$ cat src/shared/fpu_pkg.sv
`default_nettype none
package fpu_pkg;
  // Register offsets (byte addresses)
  localparam logic [11:0] OFF_USER_ZERO  = 12'h1E0;
  localparam logic [11:0] OFF_USER_ONE   = 12'h1E4;
  localparam logic [11:0] OFF_RD_ONE     = 12'h204;
  localparam logic [11:0] OFF_RD_TWO     = 12'h208;
  localparam logic [11:0] OFF_RD_THREE   = 12'h20C;
  localparam logic [11:0] OFF_PG_ONE     = 12'h404;
  localparam logic [11:0] OFF_PG_TWO     = 12'h408;
  localparam logic [11:0] OFF_PG_THREE   = 12'h40C;
  localparam logic [11:0] OFF_CTRL       = 12'h500;
  localparam logic [11:0] OFF_STATUS     = 12'h504;
  // Field positions
  localparam int          FLAG_BIT       = 31;
  localparam int          DATA_MSB       = 30;
  localparam int          CTRL_COMMIT    = 0;
  localparam int          STAT_READY     = 0;
  localparam int          STAT_BUSY      = 1;
  // Reset and erased values
  localparam logic [31:0] ERASED_WORD    = 32'hFFFFFFFF;
  localparam logic [31:0] ZERO_WORD      = 32'h00000000;
  // Word count and load length of the store image
  localparam int          NUM_WORDS      = 8;
  localparam int          LOAD_CYCLES    = 8;
  // Loader and commit states
  typedef enum logic [1:0]
  {
    ST_LOAD   = 2'b00,
    ST_IDLE   = 2'b01,
    ST_COMMIT = 2'b10
  } fpu_state_t;
endpackage
`default_nettype wire

$ cat src/rtl/fpu_regs.sv
`timescale 1ns/1ps
`default_nettype none
// Function
// RL1: Each user data word keeps a 31-bit value in the store, programmable once.
// RL2: Bit 31 of each user data word is the never-programmed flag.
// RL3: Hardware lets each user data word be written at most once.
// RL4: An unwritten user data word reads all ones, flag included.
// RL5: Each read-enable protection bit governs reads of one 2-KB flash block.
// RL6: Each program-enable protection bit governs programming of one 2-KB block.
// RL7: All protection words load from the store during power-on reset.
// RL8: A fresh part reads every protection bit as one.
// RL9: Software writes to protection words can only clear bits.
// RL10: A cleared protection bit is temporary until committed.
// RL11: A committed cleared bit is permanent across resets.
// RL12: An uncommitted cleared bit returns to its stored value on power-on reset.
// RL13: An all-ones protection word enables the whole 256 KB array; the code has three words per kind, 96 blocks or 192 KB.
// RL14: After its first write a user data word drops its flag and ignores writes.
module fpu_regs
(
  // Clock and reset
  input  wire logic              core_clk,
  input  wire logic              rst,
  // Register port
  input  wire logic [11:0]       regAddr,
  input  wire logic [31:0]       regWrData,
  input  wire logic              regWrite,
  input  wire logic              regRead,
  output logic      [31:0]       regRdData,
  // Nonvolatile store port
  output logic      [2:0]        storeIndex,
  input  wire logic [31:0]       storeRdData,
  output logic                   storeWrite,
  output logic      [31:0]       storeWrData,
  // Protection outputs to the flash
  output logic      [95:0]       readEnableProtect,
  output logic      [95:0]       programEnableProtect,
  output logic                   regsReady
);
  // Word 0..1 user data, 2..4 read enable, 5..7 program enable
  logic [31:0] wordReg  [fpu_pkg::NUM_WORDS];
  logic [31:0] wordNext [fpu_pkg::NUM_WORDS];
  logic [31:0] rdDataReg;
  logic [31:0] rdDataNext;
  logic        loadValid;
  logic        commitWrite;
  logic        seqReady;
  logic        seqBusy;
  logic        commitReq;
  logic        wrAccept;
  logic [3:0]  wrSlot;
  logic        userHit;
  logic        protHit;

  // Map a byte offset to a word slot, 4'hF when unmapped
  function automatic logic [3:0] slotOf(input logic [11:0] a);
    case (a)
      fpu_pkg::OFF_USER_ZERO: slotOf = 4'h0;
      fpu_pkg::OFF_USER_ONE:  slotOf = 4'h1;
      fpu_pkg::OFF_RD_ONE:    slotOf = 4'h2;
      fpu_pkg::OFF_RD_TWO:    slotOf = 4'h3;
      fpu_pkg::OFF_RD_THREE:  slotOf = 4'h4;
      fpu_pkg::OFF_PG_ONE:    slotOf = 4'h5;
      fpu_pkg::OFF_PG_TWO:    slotOf = 4'h6;
      fpu_pkg::OFF_PG_THREE:  slotOf = 4'h7;
      default:                slotOf = 4'hF;
    endcase
  endfunction

  // A user write always drops the flag, whatever bit 31 carried
  function automatic logic [31:0] writeOnce(input logic [31:0] d);
    writeOnce = {1'b0, d[fpu_pkg::DATA_MSB:0]};
  endfunction

  // Clear-only merge: a written zero clears, a written one keeps the old bit
  function automatic logic [31:0] clearOnly(input logic [31:0] old, input logic [31:0] d);
    clearOnly = old & d;
  endfunction

  fpu_store_seq fpu_store_seq_i
  (
    .core_clk    (core_clk),
    .rst         (rst),
    .commitReq   (commitReq),
    .loadValid   (loadValid),
    .commitWrite (commitWrite),
    .wordIndex   (storeIndex),
    .ready       (seqReady),
    .busy        (seqBusy)
  );

  // Sequencer checks: a whole load after reset, a whole ordered commit
  a_load_first: assert property (@(posedge core_clk) // RL7
    rst ##1 !rst
    |-> loadValid [*8] ##1 seqReady)
    else $error("load sequence wrong length");
  a_load_order: assert property (@(posedge core_clk) // RL7
    rst ##1 !rst
    |-> storeIndex == 3'h0 ##7 storeIndex == 3'h7)
    else $error("load did not walk every word");
  a_commit_len: assert property (@(posedge core_clk) disable iff (rst) // RL11
    commitReq
    |=> storeWrite [*8] ##1 !storeWrite)
    else $error("commit did not write eight words");
  a_commit_order: assert property (@(posedge core_clk) disable iff (rst) // RL11
    commitReq
    |=> storeIndex == 3'h0 ##7 storeIndex == 3'h7 && seqBusy)
    else $error("commit did not walk every word");

  // Commit request from the control register, taken only when idle
  assign commitReq = regWrite && seqReady && (regAddr == fpu_pkg::OFF_CTRL)
                     && regWrData[fpu_pkg::CTRL_COMMIT]; // RL10

  // Write decode; every write is refused while loading or committing
  always_comb
  begin
    wrSlot   = slotOf(regAddr);
    wrAccept = regWrite && seqReady && (wrSlot != 4'hF);
    userHit  = wrAccept && (wrSlot < 4'h2);
    protHit  = wrAccept && (wrSlot >= 4'h2);
  end

  // Word updates: load, user write-once, protection clear-only
  always_comb
  begin
    for (int i = 0; i < fpu_pkg::NUM_WORDS; i++)
      wordNext[i] = wordReg[i];
    if (loadValid)
      wordNext[storeIndex] = storeRdData; // RL7 RL12
    else if (userHit)
    begin
      // Write lands only while the flag is still set
      if (wordReg[wrSlot[0]][fpu_pkg::FLAG_BIT]) // RL3 RL14
        wordNext[wrSlot[0]] = writeOnce(regWrData); // RL1 RL2
    end
    else if (protHit)
      wordNext[wrSlot[2:0]] = clearOnly(wordReg[wrSlot[2:0]], regWrData); // RL9
  end

  // Word checks; words move only by a load or by an accepted write
  a_user_once: assert property (@(posedge core_clk) disable iff (rst) // RL3
    seqReady && !wordReg[0][fpu_pkg::FLAG_BIT]
    |=> $stable(wordReg[0]))
    else $error("user word zero changed after first write");
  a_user_one_once: assert property (@(posedge core_clk) disable iff (rst) // RL3
    seqReady && !wordReg[1][fpu_pkg::FLAG_BIT]
    |=> $stable(wordReg[1]))
    else $error("user word one changed after first write");
  a_user_flag_clear: assert property (@(posedge core_clk) disable iff (rst) // RL14
    regWrite && seqReady && regAddr == fpu_pkg::OFF_USER_ONE
    |=> !wordReg[1][fpu_pkg::FLAG_BIT])
    else $error("flag still set after write");
  a_user_zero_flag: assert property (@(posedge core_clk) disable iff (rst) // RL2 RL14
    regWrite && seqReady && regAddr == fpu_pkg::OFF_USER_ZERO
    |=> !wordReg[0][fpu_pkg::FLAG_BIT])
    else $error("flag of word zero still set after write");
  a_user_data: assert property (@(posedge core_clk) disable iff (rst) // RL1
    regWrite && seqReady && regAddr == fpu_pkg::OFF_USER_ZERO
    && wordReg[0][fpu_pkg::FLAG_BIT]
    |=> wordReg[0][fpu_pkg::DATA_MSB:0] == $past(regWrData[fpu_pkg::DATA_MSB:0]))
    else $error("user data not stored");
  a_prot_clear_only: assert property (@(posedge core_clk) disable iff (rst) // RL9
    seqReady && !$past(loadValid)
    |=> (wordReg[2] & ~$past(wordReg[2])) == fpu_pkg::ZERO_WORD)
    else $error("protection bit rose without load");
  a_busy_refuse: assert property (@(posedge core_clk) disable iff (rst) // RL10
    seqBusy && regWrite
    |=> $stable(wordReg[3]))
    else $error("write landed during commit");
  a_load_word: assert property (@(posedge core_clk) disable iff (rst) // RL12
    loadValid && storeIndex == 3'h3
    |=> wordReg[3] == $past(storeRdData))
    else $error("word not loaded from store");
  a_load_user: assert property (@(posedge core_clk) disable iff (rst) // RL4
    loadValid && storeIndex == 3'h0
    |=> wordReg[0] == $past(storeRdData))
    else $error("user word not loaded from store");
  a_load_pg_word: assert property (@(posedge core_clk) disable iff (rst) // RL7
    loadValid && storeIndex == 3'h6
    |=> wordReg[6] == $past(storeRdData))
    else $error("program word not loaded from store");

  // Read mux; data stands one cycle after the strobe
  always_comb
  begin
    logic [3:0] slot;
    slot = slotOf(regAddr);
    rdDataNext = fpu_pkg::ZERO_WORD;
    if (regRead)
    begin
      if (slot != 4'hF)
        rdDataNext = wordReg[slot[2:0]];
      else if (regAddr == fpu_pkg::OFF_STATUS)
      begin
        rdDataNext[fpu_pkg::STAT_READY] = seqReady;
        rdDataNext[fpu_pkg::STAT_BUSY]  = seqBusy;
      end
    end
  end

  // Read checks; the answer is the word as it stood at the strobe
  a_flag_msb: assert property (@(posedge core_clk) disable iff (rst) // RL2
    regRead && regAddr == fpu_pkg::OFF_USER_ZERO
    |=> regRdData[fpu_pkg::FLAG_BIT] == $past(wordReg[0][fpu_pkg::FLAG_BIT]))
    else $error("flag not on bit 31");
  a_read_prot: assert property (@(posedge core_clk) disable iff (rst) // RL5
    regRead && regAddr == fpu_pkg::OFF_RD_ONE
    |=> regRdData == $past(wordReg[2]))
    else $error("read protection word read back wrong");
  a_read_pg: assert property (@(posedge core_clk) disable iff (rst) // RL6
    regRead && regAddr == fpu_pkg::OFF_PG_THREE
    |=> regRdData == $past(wordReg[7]))
    else $error("program protection word read back wrong");

  // Registers start erased so a fresh part reads all ones before load
  always_ff @(posedge core_clk)
  begin
    if (rst)
    begin
      for (int i = 0; i < fpu_pkg::NUM_WORDS; i++)
        wordReg[i] <= fpu_pkg::ERASED_WORD; // RL4 RL8
      rdDataReg <= fpu_pkg::ZERO_WORD;
    end
    else
    begin
      for (int i = 0; i < fpu_pkg::NUM_WORDS; i++)
        wordReg[i] <= wordNext[i];
      rdDataReg <= rdDataNext;
    end
  end

  // Commit writes the live image back; a store cannot set bits again
  assign storeWrite  = commitWrite; // RL11
  assign storeWrData = wordReg[storeIndex];
  assign regRdData   = rdDataReg;
  assign regsReady   = seqReady;
  // Each bit enables one 2-KB block; all ones opens 96 blocks, 192 KB of the 256 KB array
  assign readEnableProtect    = {wordReg[4], wordReg[3], wordReg[2]}; // RL5 RL13
  assign programEnableProtect = {wordReg[7], wordReg[6], wordReg[5]}; // RL6 RL13

  // Output checks; a reset part opens every block until the load lands
  a_reset_erased: assert property (@(posedge core_clk) // RL4
    rst
    |=> wordReg[5] == fpu_pkg::ERASED_WORD && wordReg[1] == fpu_pkg::ERASED_WORD)
    else $error("reset value not all ones");
  a_reset_open: assert property (@(posedge core_clk) // RL8 RL13
    rst
    |=> readEnableProtect == {3{fpu_pkg::ERASED_WORD}}
    && programEnableProtect == {3{fpu_pkg::ERASED_WORD}})
    else $error("protection outputs not open after reset");
  a_prot_out: assert property (@(posedge core_clk) disable iff (rst) // RL5 RL9
    seqReady
    |=> (readEnableProtect & ~$past(readEnableProtect)) == 96'h0)
    else $error("read protection output bit rose");
  a_pg_prot_fall: assert property (@(posedge core_clk) disable iff (rst) // RL6 RL9
    seqReady
    |=> (programEnableProtect & ~$past(programEnableProtect)) == 96'h0)
    else $error("program protection output bit rose");
  a_commit_frozen: assert property (@(posedge core_clk) disable iff (rst) // RL10
    seqBusy
    |=> $stable(readEnableProtect) && $stable(programEnableProtect))
    else $error("protection changed during commit");
  c_user_write: cover property (@(posedge core_clk) regWrite && regAddr == fpu_pkg::OFF_USER_ZERO);
  c_prot_clear: cover property (@(posedge core_clk) regWrite && regAddr == fpu_pkg::OFF_PG_TWO);
  c_commit: cover property (@(posedge core_clk) commitReq);
  c_status: cover property (@(posedge core_clk) regRead && regAddr == fpu_pkg::OFF_STATUS);
  c_write_refused: cover property (@(posedge core_clk) regWrite && seqBusy);
endmodule
`default_nettype wire

$ cat src/rtl/fpu_store_seq.sv
`timescale 1ns/1ps
`default_nettype none
// Walks the nonvolatile store one word per cycle, for load or commit
module fpu_store_seq
(
  // Clock and reset
  input  wire logic              core_clk,
  input  wire logic              rst,
  // Control
  input  wire logic              commitReq,
  output logic                   loadValid,
  output logic                   commitWrite,
  output logic [2:0]             wordIndex,
  output logic                   ready,
  output logic                   busy
);
  fpu_pkg::fpu_state_t stateReg;
  fpu_pkg::fpu_state_t stateNext;
  logic [2:0]          idxReg;
  logic [2:0]          idxNext;

  // Next state; commit only accepted when idle
  always_comb
  begin
    stateNext = stateReg;
    idxNext   = idxReg;
    case (stateReg)
      fpu_pkg::ST_LOAD:
      begin
        idxNext = idxReg + 3'h1;
        if (idxReg == 3'(fpu_pkg::LOAD_CYCLES - 1)) // RL7
          stateNext = fpu_pkg::ST_IDLE;
      end
      fpu_pkg::ST_IDLE:
      begin
        idxNext = 3'h0;
        if (commitReq)
          stateNext = fpu_pkg::ST_COMMIT;
      end
      fpu_pkg::ST_COMMIT:
      begin
        idxNext = idxReg + 3'h1;
        if (idxReg == 3'(fpu_pkg::NUM_WORDS - 1)) // RL11
          stateNext = fpu_pkg::ST_IDLE;
      end
      default:
        stateNext = fpu_pkg::ST_LOAD;
    endcase
  end

  // State registers
  always_ff @(posedge core_clk)
  begin
    if (rst)
    begin
      stateReg <= fpu_pkg::ST_LOAD;
      idxReg   <= 3'h0;
    end
    else
    begin
      stateReg <= stateNext;
      idxReg   <= idxNext;
    end
  end

  assign loadValid   = (stateReg == fpu_pkg::ST_LOAD);
  assign commitWrite = (stateReg == fpu_pkg::ST_COMMIT);
  assign wordIndex   = idxReg;
  assign ready       = (stateReg == fpu_pkg::ST_IDLE);
  assign busy        = (stateReg == fpu_pkg::ST_COMMIT);
endmodule
`default_nettype wire

$ cat config.mk
export PLATFORM = sky130hd
export DESIGN_NAME = fpu_regs
export DESIGN_NICKNAME = d
export VERILOG_FILES = /design/src/shared/fpu_pkg.sv /design/src/rtl/fpu_regs.sv /design/src/rtl/fpu_store_seq.sv
export SDC_FILE = /design/constraint.sdc
export NUM_CORES = 1
export LEC_CHECK = 0
export BUFFER_PORTS_ARGS = -buffer_cell sky130_fd_sc_hd__buf_4
export CORE_UTILIZATION = 45
export DETAILED_ROUTE_END_ITERATION = 12
export PLACE_DENSITY = 0.67
export SLEW_MARGIN = 20
export SYNTH_ARGS = -nofsm -noshare
export SYNTH_HDL_FRONTEND = slang
export SYNTH_SLANG_ARGS = --single-unit
$ cat constraint.sdc
create_clock -name core_clk -period 2.9 [get_ports core_clk]
set_input_delay 0.145 -clock core_clk [delete_from_list [all_inputs] [get_ports core_clk]]
set_output_delay 0.145 -clock core_clk [all_outputs]
set_load 0.03 [all_outputs]
Word-level counts from Yosys, hierarchy flattened
Memories as Yosys holds them, arrays and structs flattened. A register that Yosys moved wholly into a read port is not among the register bits.
Cells that the tools add are included.
- memory bits (writable): 256
- memories: 1
- output and inout bits: 261
- input bits: 80
- register bits after elaboration: 37
- memory list (memory ; words ; width ; read ports ; clocked after memory_dff ; wr ports ; line ; RTL):
    wordReg ; 8 ; 32 ; 11 ; 1 ; 8 ; fpu_regs.sv:40 ; logic [31:0] wordReg [fpu_pkg::NUM_WORDS];
- bitwise gates (word level): 14
- order comparisons: 8
- $add $sub $neg: 1
- reductions and logical operators: 15
- mux-type cells: 33
- eq/ne operators: 16
- operators with widths (operator ; number):
    2-to-1 mux 256 bit ; 4
    bitwise mux 256 bit ; 3
    2-to-1 mux 32 bit ; 11
    demux 32 bit (select 3 bit) ; 2
    demux 32 bit (select 2 bit) ; 1
    == test 12 x 11 -> 1 bit, second input constant ; 5
    == test 12 x 10 -> 1 bit, second input constant ; 3
    AND 32 bit ; 1
    one-hot mux 4 bit (8 select lines) ; 1
    == test 12 x 9 -> 1 bit, second input constant ; 2
    logical AND 1 bit ; 9
    greater-or-equal comparator 4 bit, second input constant ; 2
    < comparator 4 x 1 -> 1 bit, second input constant ; 2
    2-to-1 mux 2 bit ; 4
    inverter 3 -> 4 bit ; 2
    OR 1 bit ; 8
    2-to-1 mux 3 bit ; 2
    one-hot mux 3 bit (2 select lines) ; 1
    greater-or-equal comparator 2 x 4 -> 1 bit, second input constant ; 1
    greater-or-equal comparator 4 x 2 -> 1 bit, second input constant ; 1
    < comparator 4 x 2 -> 1 bit, second input constant ; 1
    != test 2 x 1 -> 1 bit, second input constant ; 2
    != test 4 bit, second input constant ; 1
    one-hot mux 2 bit (2 select lines) ; 1
    other kinds (13) ; 17

Longest topological paths before layout
- depth after elaboration: 12
- depth in mapped cells: 12

By module
A second synthesis with hierarchy kept.
- cell total of the unflattened synthesis: 2106
- area, all modules: 16562.1 um2
- by module, submodules not included (module ; cells an instance ; times used ; area an instance (um2)):
    fpu_regs ; 2079 ; 1 ; 16306.9
    fpu_store_seq ; 27 ; 1 ; 255.2

Least setup slack after synthesis
Ideal clock, no wire load.
- path kind: in2reg
- start point: input regAddr[9]
- end point: memory wordReg[6][22]
- required time: 2778 ps
- stages on the path: 9
- path slack: 318 ps
- library setup time: 122 ps
- arrival time: 2460 ps
- cells stage by stage: buf_2 or4b_4 nor3_4 a21oi_1 a211oi_4 nand3_2 buf_6 a221o_1 a221o_1
- RTL lines (element ; line ; RTL):
    start: declaration ; fpu_regs.sv:24 ; input wire logic [11:0] regAddr,
    end: declaration ; fpu_regs.sv:40 ;

==> results.md <==
* RSZ-0062 raised after global routing: false
* Comb power frac at 23.1%
* CP max stage cell: dlygate4sd3_1
* DR iter-0 viols at 3040
* DRT antenna net count at 0
* CP endpoint kind: flip-flop
* First-pass GRT wire length at 122 mm
* Area of the mapped netlist at 17100 um^2
* Status: finished clean
* Synth unique cells at 78
* Final worst setup slack at 80.5 ps
* Initial Util at 45.6%
* Drt pass-1 iters at 8
* CTS buffer count at 35
* Leak Pwr at 8.78 nW
* Leading area contributor after synthesis: dfxtp_1
* Worst Hold Class: input port to flip-flop
* Largest net degree at the start of global routing at 49
* Post-layout min period at 2820 ps
* DP Cell Count at 2750
* Area Growth Syn to Fin at 33.1%
* Setup_tns at 0 ps
* Total Wirelength at 83.1 mm
* Root Driver: clkbuf_16
* Final cell count without fillers at 2877
* Worst Tran Pin Value at 884 ps
* H-tree levels at 2
* Gate Count Post-Synth at 1975
* Routed len/inst at 28.9 um
* Final Hold Viols at 0
* Final core utilization at 60.7%
* Initial antenna violation count at 3
* Post-synth top area share at 34.7%
* Post-route clock skew at 9.87 ps
* Global Route Usage Sum at 41.7%
* GRT Residual Overflow at 0
* Net Count, Synth at 2057
* Clk network pwr share at 37.0%
* Post-DP HPWL at 53.8 mm
* Postcts setup bufs at 0
* Drt via density at 7.07
* Slew HR at 41.0%
* Final net count at 2424
* Dpl cell area at 21000 um^2
* Vias at 20.4k
* CTS Sinks at 296
* Number of synthesized flops with an enable pin at 0
* Global placer's final weighted congestion at 0.969
* Final setup vio count at 0
* Final Max Slew Viols at 0
* Critical-path cell list: buf_4, or2_2, buf_6, a31oi_1, nand2b_2, buf_12, a221oi_1, dlygate4sd3_1, nor2_1
* Synthesized area per cell at 8.65 um^2
* Primary FF master, synth: dfxtp_1
* Area of the die at 38800 um^2
* Worst skew pair latency at 520 ps
* Sw Pwr at 3.77 mW
* Die width at 197 um
* Crit-path max cell delay at 600 ps
* Core ar. at 37500 um^2
* DRC at 0
* Vias in the first global route at 19.0k
* Largest cells by area after synthesis: dfxtp_1 35%, mux4_2 8.4%, a21oi_1 5.2%, nor2_1 4.6%, a221oi_1 3.7%
* Layout cells sized above 1 at 29.5%
* Worst EP arrival at 3280 ps
* PortBufs at 340
* Post-route cell area at 22700 um^2
* Seq/Total Area, Yosys at 34.7%
* CP Launch Type: flip-flop
* FF-to-FF setup slack at 80 ps
* Seq pwr share at 39.9%
* WP data required at 3360 ps
* Critical-path maximum fanout at 21
* Final period util at 97.2%
* Top Ports at 341
* DP Worst Slack at -75.8 ps
* Fmax achieved at 0.355 GHz
* Synthesis Warnings at 0
* Worst IR Drop VDD at 407 uV
* Switching part of the total power at 32.0%
* Worst-path clk slew at 60 ps
* Pwr dens at 518 nW/um^2
* Async SR Flop Fraction at 0%
* #FFs+latches synth at 296
* CTS tree: yes
* Cell internal pwr at 8.01 mW
* Die Y at 197 um
* Std-Cell Rows at 71
* Critical Setup Path Class: flip-flop to flip-flop
* Max-Cap Viols at 0
* CTS max path bufs at 3
==> final timing paths <==
path                          startpoint              to  cells past startpoint
max          fpu_store_seq_i.stateReg[1]  wordReg[1][29]                      9
min                      storeRdData[27]  wordReg[1][27]                      3
max reg2reg  fpu_store_seq_i.stateReg[1]  wordReg[1][29]                      9
min reg2reg               wordReg[1][25]  wordReg[1][25]                      2
==> cell usage after synthesis, types with 4 or more instances <==
master / count
a311oi_1: 35
clkbuf_2: 8
buf_1: 31
o21ai_0: 86
or2_2: 8
nand4_1: 11
a31oi_1: 28
a211oi_1: 11
a221o_1: 35
a2bb2oi_1: 47
a21boi_0: 23
o22ai_1: 15
and3_1: 29
a221oi_1: 73
nand2b_1: 13
a2111o_1: 7
o211ai_1: 38
mux2i_1: 33
buf_6: 4
nor2_1: 208
nand3b_1: 17
nor3_1: 11
dfxtp_1: 296
o22a_1: 48
o311a_1: 6
nor3b_1: 4
a21oi_1: 179
o2111a_1: 5
clkbuf_1: 154
inv_1: 20
mux2_2: 42
buf_2: 27
nand2_1: 138
and3b_1: 4
o221ai_1: 4
a22oi_1: 45
mux4_2: 64
nand3_1: 101
==> cell families (layout without fill, tap and decap cells) <==
family | Yosys count | count (layout) | synth area share (%)
compound gates | 716 | 716 | 29.9
xor+xnor | 2 | 2 | 0.103
fa+ha+maj | 2 | 2 | 0.146
buf+inv | 246 | 634 | 5.86
flops | 296 | 296 | 34.7
mux | 139 | 139 | 13.1
other cells | 0 | 3 | 0
simple gates | 574 | 574 | 16.2
==> power groups by stage <==
stage / Combinational (mW) / Clock [mW] / Sequential [mW]
5_1_grt: 2.83 / 4.51 / 4.72
3_5_place_dp: 2.58 / 0 / 4.77
6_report: 2.72 / 4.36 / 4.70
3_3_place_gp: 2.55 / 0 / 4.76
4_1_cts: 2.66 / 4.35 / 4.68
2_1_floorplan: 1.33 / 0 / 4.91
==> critical path: cells and delay by family (launching register included) <==
family / cells / cell delay (ps)
AND/OR/NAND/NOR: 3 / 690
AO/OA/AOI/OAI: 2 / 560
flip-flops: 1 / 310
buffers and inverters: 4 / 1170
==> placed cells by master, fill, tap and decap left out, drive strengths merged, types with 53 or more instances in the layout <==
master       netlist  routed
buf               63     489
dfxtp            296     296
nor2             209     209
a21oi            179     179
nand2            139     139
nand3            102     102
o21ai             88      88
a221oi            73      73
dlygate4sd3        0      66
mux4              64      64
clkbuf           162      53
==> flip-flops by register name, indices dropped and copies added (netlist names), named ones only <==
register and flops:
fpu_store_seq_i.wordIndex 3, regRdData 32, wordReg 256, fpu_store_seq_i.stateReg 2
==> what timing repair did <==
action                                  4_1_cts  5_1_grt
resized for setup                             0        4
endpoints found under the hold margin       173        0
hold buffers                                 66        0
endpoints found under the setup margin        0        7
==> final cells by class <==
class	count	area (um^2)
fillers	3336	14700
multi-input cells	1433	10300
flip-flops and latches	296	5930
repair buffers	555	4650
clock buffers	53	1030
well taps	511	639
inverters	21	78.8
clock inverters	5	65.1
diodes	3	7.51
==> stage by stage <==
stage	hold slack, ps	total power [mW]
CTS	2.60	11.7
detailed placement	454	7.35
finish	10.3	11.8
floorplan	291	6.24
global placement	450	7.30
global route	37.6	12.1
==> metal layers <==
metal  vias to the layer above  routed length [um]  GRT usage [%]
li1                       8328                   -              -
met4                         2                5180           24.0
met3                       410               12000           9.98
met5                         -                  13              0
met1                      9677               30600           55.2
met2                      1933               35300           61.9
Note: power is estimated with default switching activity, not from simulation.
